[config.mk]
export PLATFORM = sky130hd
export DESIGN_NAME = rotate_subtract_skip_datapath
export DESIGN_NICKNAME = d
export VERILOG_FILES = /design/src/hw/rssd_pkg.sv /design/src/hw/rssd_alu_if.sv /design/src/hw/rssd_alu.sv /design/src/hw/rotate_subtract_skip_datapath.sv
export VERILOG_INCLUDE_DIRS = /design/src /design/src/hw
export SDC_FILE = /design/constraint.sdc
export NUM_CORES = 1
export LEC_CHECK = 0
export BUFFER_PORTS_ARGS = -buffer_cell sky130_fd_sc_hd__buf_2
export CELL_PAD_IN_SITES_DETAIL_PLACEMENT = 0
export CELL_PAD_IN_SITES_GLOBAL_PLACEMENT = 1
export CORE_MARGIN = 4
export CORE_UTILIZATION = 35
export DETAILED_ROUTE_END_ITERATION = 10
export PLACE_DENSITY_LB_ADDON = 0.1
export SLEW_MARGIN = 30
export SYNTH_ARGS = -nofsm -noshare
export SYNTH_HDL_FRONTEND = slang
export SYNTH_HIERARCHICAL = 1
export SYNTH_SLANG_ARGS = --single-unit
[constraint.sdc]
create_clock -name i_clk -period 3.05 [get_ports i_clk]
set_input_delay 0.61 -clock i_clk [delete_from_list [all_inputs] [get_ports i_clk]]
set_output_delay 0.61 -clock i_clk [all_outputs]
set_load 0.02 [all_outputs]
[src/hw/rssd_defs.svh]
`ifndef RSSD_DEFS_SVH
`define RSSD_DEFS_SVH
// widths
`define RSSD_DATA_W 8
`define RSSD_BIT_SEL_W 3
// bit positions within a data byte
`define RSSD_MSB 7
`define RSSD_LSB 0
`define RSSD_NIB_MSB 3
// reset values
`define RSSD_ACC_RESET 8'h00
`define RSSD_CARRY_RESET 1'b0
`define RSSD_FLAG_RESET 1'b0
// constants of the operations
`define RSSD_ALL_ONES 8'hff
`define RSSD_ONE 8'h01
`define RSSD_ZERO 8'h00
// cycles spent by an instruction
`define RSSD_CYCLES_SKIP 2
`define RSSD_CYCLES_PLAIN 1
`endif

[src/hw/rssd_pkg.sv]
package rssd_pkg;
  // instruction selector presented by the decoder
  typedef enum logic [4:0] {
    op_none = 5'h00,
    rotate_left_mem = 5'h01,
    rotate_left_to_acc = 5'h02,
    rotate_left_carry_mem = 5'h03,
    rotate_left_carry_to_acc = 5'h04,
    rotate_right_mem = 5'h05,
    rotate_right_to_acc = 5'h06,
    rotate_right_carry_mem = 5'h07,
    rotate_right_carry_to_acc = 5'h08,
    subtract_borrow_to_acc = 5'h09,
    subtract_borrow_to_mem = 5'h0a,
    decrement_skip_zero = 5'h0b,
    decrement_to_acc_skip_zero = 5'h0c,
    increment_skip_zero = 5'h0d,
    increment_to_acc_skip_zero = 5'h0e,
    set_byte = 5'h0f,
    set_bit = 5'h10,
    skip_bit_nonzero = 5'h11
  } op_t;

  // execute sequencer, gray coded
  typedef enum logic [1:0] {
    st_exec = 2'b00,
    st_dummy = 2'b01
  } seq_t;

  // status flags kept by the datapath
  typedef struct packed {
    logic overflow_flag;
    logic zero_flag;
    logic aux_carry_flag;
    logic carry_flag;
  } flags_t;

  // combinational result of one instruction
  typedef struct packed {
    logic [7:0] acc;
    logic [7:0] mem;
    logic acc_we;
    logic mem_we;
    flags_t flags;
    logic skip;
  } result_t;

  // registered state of the top module
  typedef struct packed {
    seq_t seq;
    logic [7:0] acc;
    flags_t flags;
    logic [7:0] mem_wdata;
    logic mem_we;
    logic acc_we;
    logic skip;
    logic discard;
    logic busy;
    logic done;
  } state_t;
endpackage

[src/hw/rssd_alu_if.sv]
`timescale 1ns/1ps
`default_nettype none
// operands to the alu and result back
interface rssd_alu_if;
  rssd_pkg::op_t op;
  logic [7:0] acc;
  logic [7:0] mem;
  logic [2:0] bit_sel;
  rssd_pkg::flags_t flags;
  rssd_pkg::result_t res;
  modport core (output op, output acc, output mem, output bit_sel, output flags, input res);
  modport alu (input op, input acc, input mem, input bit_sel, input flags, output res);
endinterface
`default_nettype wire

[src/hw/rssd_alu.sv]
`timescale 1ns/1ps
`default_nettype none
`include "rssd_defs.svh"
module rssd_alu
(
  // operands and result
  rssd_alu_if.alu bus
);
  logic [8:0] sum;
  logic [4:0] low_sum;
  logic [7:0] inv_mem;
  logic [7:0] dec_val;
  logic [7:0] inc_val;
  logic [7:0] bit_mask;

  // shared arithmetic
  always_comb
  begin
    inv_mem = ~bus.mem;
    sum = {1'b0, bus.acc} + {1'b0, inv_mem} + {8'h00, bus.flags.carry_flag};
    low_sum = {1'b0, bus.acc[`RSSD_NIB_MSB:0]} + {1'b0, inv_mem[`RSSD_NIB_MSB:0]}
      + {4'h0, bus.flags.carry_flag};
    dec_val = bus.mem - `RSSD_ONE;
    inc_val = bus.mem + `RSSD_ONE;
    bit_mask = `RSSD_ONE << bus.bit_sel;
  end

  // per instruction result
  always_comb
  begin
    bus.res = '0;
    bus.res.flags = bus.flags;
    bus.res.acc = bus.acc;
    bus.res.mem = bus.mem;
    case (bus.op)
      rssd_pkg::rotate_left_mem:
      begin
        bus.res.mem = {bus.mem[6:0], bus.mem[`RSSD_MSB]};
        bus.res.mem_we = 1'b1;
      end
      rssd_pkg::rotate_left_to_acc:
      begin
        bus.res.acc = {bus.mem[6:0], bus.mem[`RSSD_MSB]};
        bus.res.acc_we = 1'b1;
      end
      rssd_pkg::rotate_left_carry_mem:
      begin
        bus.res.mem = {bus.mem[6:0], bus.flags.carry_flag};
        bus.res.flags.carry_flag = bus.mem[`RSSD_MSB];
        bus.res.mem_we = 1'b1;
      end
      rssd_pkg::rotate_left_carry_to_acc:
      begin
        bus.res.acc = {bus.mem[6:0], bus.flags.carry_flag};
        bus.res.flags.carry_flag = bus.mem[`RSSD_MSB];
        bus.res.acc_we = 1'b1;
      end
      rssd_pkg::rotate_right_mem:
      begin
        bus.res.mem = {bus.mem[`RSSD_LSB], bus.mem[7:1]};
        bus.res.mem_we = 1'b1;
      end
      rssd_pkg::rotate_right_to_acc:
      begin
        bus.res.acc = {bus.mem[`RSSD_LSB], bus.mem[7:1]};
        bus.res.acc_we = 1'b1;
      end
      rssd_pkg::rotate_right_carry_mem:
      begin
        bus.res.mem = {bus.flags.carry_flag, bus.mem[7:1]};
        bus.res.flags.carry_flag = bus.mem[`RSSD_LSB];
        bus.res.mem_we = 1'b1;
      end
      rssd_pkg::rotate_right_carry_to_acc:
      begin
        bus.res.acc = {bus.flags.carry_flag, bus.mem[7:1]};
        bus.res.flags.carry_flag = bus.mem[`RSSD_LSB];
        bus.res.acc_we = 1'b1;
      end
      rssd_pkg::subtract_borrow_to_acc, rssd_pkg::subtract_borrow_to_mem:
      begin
        // acc + ~mem + carry, signed overflow from operand signs
        bus.res.flags.carry_flag = sum[8];
        bus.res.flags.aux_carry_flag = low_sum[4];
        bus.res.flags.zero_flag = (sum[7:0] == `RSSD_ZERO);
        bus.res.flags.overflow_flag = (bus.acc[7] == inv_mem[7]) && (sum[7] != bus.acc[7]);
        if (bus.op == rssd_pkg::subtract_borrow_to_acc)
        begin
          bus.res.acc = sum[7:0];
          bus.res.acc_we = 1'b1;
        end
        else
        begin
          bus.res.mem = sum[7:0];
          bus.res.mem_we = 1'b1;
        end
      end
      rssd_pkg::decrement_skip_zero:
      begin
        bus.res.mem = dec_val;
        bus.res.mem_we = 1'b1;
        bus.res.skip = (dec_val == `RSSD_ZERO);
      end
      rssd_pkg::decrement_to_acc_skip_zero:
      begin
        bus.res.acc = dec_val;
        bus.res.acc_we = 1'b1;
        bus.res.skip = (dec_val == `RSSD_ZERO);
      end
      rssd_pkg::increment_skip_zero:
      begin
        bus.res.mem = inc_val;
        bus.res.mem_we = 1'b1;
        bus.res.skip = (inc_val == `RSSD_ZERO);
      end
      rssd_pkg::increment_to_acc_skip_zero:
      begin
        bus.res.acc = inc_val;
        bus.res.acc_we = 1'b1;
        bus.res.skip = (inc_val == `RSSD_ZERO);
      end
      rssd_pkg::set_byte:
      begin
        bus.res.mem = `RSSD_ALL_ONES;
        bus.res.mem_we = 1'b1;
      end
      rssd_pkg::set_bit:
      begin
        bus.res.mem = bus.mem | bit_mask;
        bus.res.mem_we = 1'b1;
      end
      rssd_pkg::skip_bit_nonzero:
      begin
        bus.res.skip = |(bus.mem & bit_mask);
      end
      default:
      begin
        bus.res.skip = 1'b0;
      end
    endcase
  end
endmodule // rssd_alu
`default_nettype wire

[src/hw/rotate_subtract_skip_datapath.sv]
`timescale 1ns/1ps
`default_nettype none
`include "rssd_defs.svh"
// Summary of operation
// - rotate memory left, bit7 to bit0, flags kept
// - rotate left into accumulator, memory kept
// - rotate memory left through carry
// - rotate left through carry into accumulator
// - rotate memory right, bit0 to bit7
// - rotate right into accumulator, memory kept
// - rotate memory right through carry
// - rotate right through carry into accumulator
// - acc plus inverted memory plus carry to acc
// - same subtraction result written to memory
// - decrement memory, skip on zero, flags kept
// - skip discards prefetch, adds one dummy cycle
// - decrement into accumulator, skip on zero
// - increment memory, skip on wrap to zero
// - increment into accumulator, skip on zero
// - set memory byte to all ones
// - set selected bit of memory byte
// - skip when selected memory bit is one
module rotate_subtract_skip_datapath
(
  // clock and reset
  input wire logic i_clk,
  input wire logic i_reset_n,
  // instruction issue
  input wire logic i_issue,
  input wire logic [4:0] i_op,
  input wire logic [2:0] i_bit_sel,
  // data memory read byte
  input wire logic [7:0] i_mem_rdata,
  // data memory write back
  output logic o_mem_we,
  output logic [7:0] o_mem_wdata,
  // accumulator and flags
  output logic [7:0] o_acc,
  output logic o_acc_we,
  output logic o_overflow_flag,
  output logic o_zero_flag,
  output logic o_aux_carry_flag,
  output logic o_carry_flag,
  // sequencing to the fetch unit
  output logic o_skip,
  output logic o_discard,
  output logic o_busy,
  output logic o_done
);
  rssd_pkg::state_t state;
  rssd_pkg::state_t next_state;
  logic accept;

  rssd_alu_if alu_bus();

  // operands to the alu
  assign alu_bus.op = rssd_pkg::op_t'(i_op);
  assign alu_bus.acc = state.acc;
  assign alu_bus.mem = i_mem_rdata;
  assign alu_bus.bit_sel = i_bit_sel;
  assign alu_bus.flags = state.flags;

  rssd_alu u_alu
  (
    .bus(alu_bus.alu)
  );

  // an issue is taken only in the execute state
  assign accept = i_issue && (state.seq == rssd_pkg::st_exec);

  // next state
  always_comb
  begin
    next_state = state;
    next_state.mem_we = 1'b0;
    next_state.acc_we = 1'b0;
    next_state.skip = 1'b0;
    next_state.discard = 1'b0;
    next_state.done = 1'b0;
    case (state.seq)
      rssd_pkg::st_exec:
      begin
        if (accept)
        begin
          next_state.flags = alu_bus.res.flags;
          next_state.mem_we = alu_bus.res.mem_we;
          next_state.mem_wdata = alu_bus.res.mem;
          next_state.acc_we = alu_bus.res.acc_we;
          if (alu_bus.res.acc_we)
          begin
            next_state.acc = alu_bus.res.acc;
          end
          if (alu_bus.res.skip)
          begin
            // prefetched word is dropped, one dummy cycle follows
            next_state.skip = 1'b1;
            next_state.discard = 1'b1;
            next_state.busy = 1'b1;
            next_state.seq = rssd_pkg::st_dummy;
          end
          else
          begin
            next_state.done = 1'b1;
          end
        end
      end
      rssd_pkg::st_dummy:
      begin
        // dummy cycle ends the two cycle instruction
        next_state.busy = 1'b0;
        next_state.done = 1'b1;
        next_state.seq = rssd_pkg::st_exec;
      end
      default:
      begin
        next_state.seq = rssd_pkg::st_exec;
        next_state.busy = 1'b0;
      end
    endcase
  end

  // state register
  always_ff @(posedge i_clk or negedge i_reset_n)
  begin
    if (!i_reset_n)
    begin
      state.seq <= rssd_pkg::st_exec;
      state.acc <= `RSSD_ACC_RESET;
      // flag reset values, carry kept apart from the other flags
      state.flags <= '{overflow_flag: `RSSD_FLAG_RESET, zero_flag: `RSSD_FLAG_RESET,
        aux_carry_flag: `RSSD_FLAG_RESET, carry_flag: `RSSD_CARRY_RESET};
      state.mem_wdata <= `RSSD_ZERO;
      state.mem_we <= 1'b0;
      state.acc_we <= 1'b0;
      state.skip <= 1'b0;
      state.discard <= 1'b0;
      state.busy <= 1'b0;
      state.done <= 1'b0;
    end
    else
    begin
      state <= next_state;
    end
  end

  // outputs straight from the state flops
  assign o_mem_we = state.mem_we;
  assign o_mem_wdata = state.mem_wdata;
  assign o_acc = state.acc;
  assign o_acc_we = state.acc_we;
  assign o_overflow_flag = state.flags.overflow_flag;
  assign o_zero_flag = state.flags.zero_flag;
  assign o_aux_carry_flag = state.flags.aux_carry_flag;
  assign o_carry_flag = state.flags.carry_flag;
  assign o_skip = state.skip;
  assign o_discard = state.discard;
  assign o_busy = state.busy;
  assign o_done = state.done;
endmodule // rotate_subtract_skip_datapath
`default_nettype wire

==> metrics.log <==
[metrics] number of diodes added for antenna fixing: 0
[metrics] setup TNS: 0 ns
[metrics] sequential-to-total area share from yosys stat: 18.5%
[metrics] setup slack of the most critical reg-to-reg path: 0.17 ns
[metrics] CP Data Arrival Time: 3.06 ns
[metrics] Chip Height: 108 µm
[metrics] largest family of logic cells by synthesized area: simple AND/OR/NAND/NOR gates
[metrics] Routed WL per cell: 20.9 µm
[metrics] status: finished, final reports clean
[metrics] Max-Cap Viols: 0
[metrics] hold violation count in the final report: 0
[metrics] Synth-to-Final Area Change: 12.4%
[metrics] Adder-Cell Fraction of Synth Area: between 4 and 5%
[metrics] max frequency: 347 MHz
[metrics] placed wire-length estimate after detailed placement: 9770 µm
[metrics] synthesized area per cell: ~8.2 µm²
[metrics] Pleak: 1.68 nW
[metrics] antenna-violating nets left: 0
[metrics] area inside the core boundary: approximately 10000 µm²
[metrics] flip-flop and latch count after synthesis: 26
[metrics] count of placed standard cells including taps: 593
[metrics] highest net fanout along the worst path: 4
[metrics] die outline area: 11700 µm²
[metrics] Max Transition Viols Final: 0
[metrics] slew at the pin closest to its max-slew limit: between 0.7 and 0.8 ns
[metrics] most common library cell in the layout ignoring fill and taps: buf_2
[metrics] Max transition margin: between 40% and 50%
[metrics] first-pass GRT wire length: between 15000 and 20000 µm
[metrics] fraction of layout instances using a drive strength above 1: 29.7%
[metrics] peak ir drop on the vdd network: 0.000189 V
[metrics] Initial Utilization: 35.9%
[metrics] Clock transition at path regs: 0.10 ns
[metrics] worst hold margin: 0.330 ns
[metrics] total global-route track usage: 21.5%
[metrics] initial antenna violation count: 0
[metrics] total number of placement rows: 36
[metrics] Hold WC Path Type: input pin to asynchronous set/reset pin
[metrics] setup repair after global routing missed its margin: no
[metrics] Final min period: 2.88 ns
[metrics] DRC violation count after routing: 0
[metrics] most frequent cells in the layout: buf_2, buf_4, nand2_1
[metrics] Post-CTS Hold Buffers: 0
[metrics] vias in the first global route: 3386
[metrics] drt via density: 5.88
[metrics] share of async-settable or async-resettable flops after synthesis: 100%
[metrics] Synth Instances: 429
[metrics] multiplexer share of the synthesized area: 10.1%
[metrics] First-pass DRT Iterations: 5
[metrics] crit path kind: flip-flop to flip-flop
[metrics] buffer levels on the longest clock path: 2
[metrics] number of cells in the finished layout apart from fillers: 597
[metrics] First DRT Iteration DRCs: 246
[metrics] count of yosys warnings during synthesis: 6
[metrics] cell type of the slowest stage on the worst timing path: or4_1
[metrics] simple-gate share of the synthesized area: 26.7%
[metrics] Final Total Pwr: approximately 2 mW
[metrics] clock net sink count: 26
[metrics] net total in the final layout: 496
[metrics] routed via count: 3511
[metrics] worst reg2reg path endpoint: o_mem_wdata[6]
[metrics] worst reg-to-reg path cell count: 10
[metrics] global route total overflow: 0
[metrics] library cell used as clock root buffer: clkbuf_8
[metrics] cells along the critical path: inv_1 > fa_1 > inv_1 > fa_1 > a21o_1 > a221oi_2 > xor2_1 > nor2_1 > or4_1 > mux2_4
[metrics] largest stage delay on the critical path: ~0.5 ns
[metrics] Post-Route Skew: 0.00173 ns
[metrics] Clock H-tree levels: 1
[metrics] xor and xnor area share after synthesis: 4.49%
[metrics] number of I/O pins: 45
[metrics] data required time of the critical path: roughly 3.2 ns
[metrics] TritonCTS clock tree: yes
[metrics] routability-driven placement congestion ratio: 0.935
[metrics] Worst setup EP type: flip-flop
[metrics] post-synthesis compound-gate area fraction: roughly a quarter
[metrics] Post-Synthesis Net Count: 460
[metrics] largest net degree at the start of global routing: 27
[metrics] Tcrit/Tclk final: 94.5%
[metrics] routed wire length: 12500 µm
[metrics] worst skew pair latency: 0.29 ns
[metrics] most instantiated flip-flop cell in the synthesis netlist: dfrtp_1
[metrics] Gates resized, CTS repair: 0
[metrics] # setup viols final: 0
[metrics] source of the worst register-to-register timing path: o_acc[0]
[metrics] number of CTS-inserted buffers: 3
[metrics] critical path launch point type: flip-flop
[metrics] Post-Synthesis Cell Area: around 3500 µm²
[metrics] count of cell types in the netlist: between 80 and 90
[metrics] port bufs: between 40 and 50
[metrics] count of buffers added by post-CTS timing repair for setup: 0
[metrics] Die X: ~110 µm
[metrics] power density over the cells: 507 nW/µm²
[metrics] number of enable-type register cells in the synthesized netlist: 0
[state kept, by name (all words and copies together), names as in the netlist]
register / flops
o_acc: 8
o_mem_wdata: 8
o_acc_we: 1
o_aux_carry_flag: 1
o_busy: 1
o_carry_flag: 1
o_discard: 1
o_done: 1
o_mem_we: 1
o_overflow_flag: 1
o_zero_flag: 1
state: 1
[routing by layer]
layer	wire length [µm]	global-route usage, %
met1	5780	30.3
met2	5650	34.8
met3	819	2.45
met4	236	6.04
met5	0	0
[area by class of cell]
class	count	area (µm²)
Tap cell	133	166
Multi-Input combinational cell	332	2460
Sequential cell	26	651
Inverter	19	71.3
Fill cell	1063	5830
Clock buffer	4	55.1
Timing Repair Buffer	83	538
[report_power, final]
group	switching [mW]	total (mW)	internal (mW)
sequential	0.0830	0.515	0.432
combinational	0.705	1.24	0.532
clock	0.130	0.247	0.116
[cell families after synthesis]
logic type,Yosys count
buffers and inverters,71
AND/OR/NAND/NOR,158
flip-flops,26
AO/OA/AOI/OAI,114
XOR/XNOR,18
multiplexers,30
adder cells (fa/ha/maj),12
[cell usage after synthesis, types with 5 or more instances]
master / instances / share of area (%)
nand2_1: 31 / 3.3
nor2_1: 29 / 3.1
dfrtp_1: 26 / 19
buf_4: 19 / 4.1
a21oi_1: 18 / 2.6
inv_1: 18 / 1.9
clkbuf_1: 16 / 1.7
mux2_2: 15 / 4.8
o21ai_0: 15 / 2.1
nand3_1: 14 / 2.0
xnor2_1: 14 / 3.5
nand2b_1: 11 / 2.0
ha_1: 10 / 3.6
buf_2: 9 / 1.3
o211ai_1: 9 / 1.9
a22oi_1: 8 / 1.7
mux2i_1: 8 / 2.3
mux2_4: 7 / 3.0
nor2b_1: 7 / 1.2
nor3_1: 7 / 1.0
nand3b_1: 6 / 1.3
o22ai_1: 6 / 1.1
and3_1: 5 / 0.89
nand4_1: 5 / 0.89
nor3b_1: 5 / 1.1
[worst max path at each step]
stage	from	to	slack, ns
detailed placement	i_mem_rdata[0]	o_mem_wdata[6]	0.02
finish	o_acc[0]	o_mem_wdata[6]	0.17
global route	o_acc[0]	o_mem_wdata[6]	0.04
global placement	i_mem_rdata[0]	o_mem_wdata[6]	0.07
CTS	o_acc[0]	o_mem_wdata[6]	0.16
floorplan	i_mem_rdata[1]	o_mem_wdata[6]	0.03
[metrics by stage]
| step | cell area, µm² | util, % | setup WS (ns) |
|---|---|---|---|
| floorplan | 3510 | - | 0.0286 |
| global placement | 3890 | 39.8 | 0.0680 |
| detailed placement | 3890 | 39.8 | 0.0188 |
| CTS | 3940 | 40.3 | 0.157 |
| global route | 3940 | 40.3 | 0.0378 |
| finish | 3940 | 40.3 | 0.168 |
[critical path, delay by kind of cell (launching register included)]
kind / cells / cell delay (ns)
buffers and inverters: 2 / 0.16
DFF: 1 / 0.43
and+or+nand+nor: 2 / 0.56
adders and majority gates: 2 / 0.61
muxes: 1 / 0.26
xor gates and xnor gates: 1 / 0.24
AOI/OAI and AO/OA: 2 / 0.52
No activity file was read; power rests on OpenSTA's default activity.
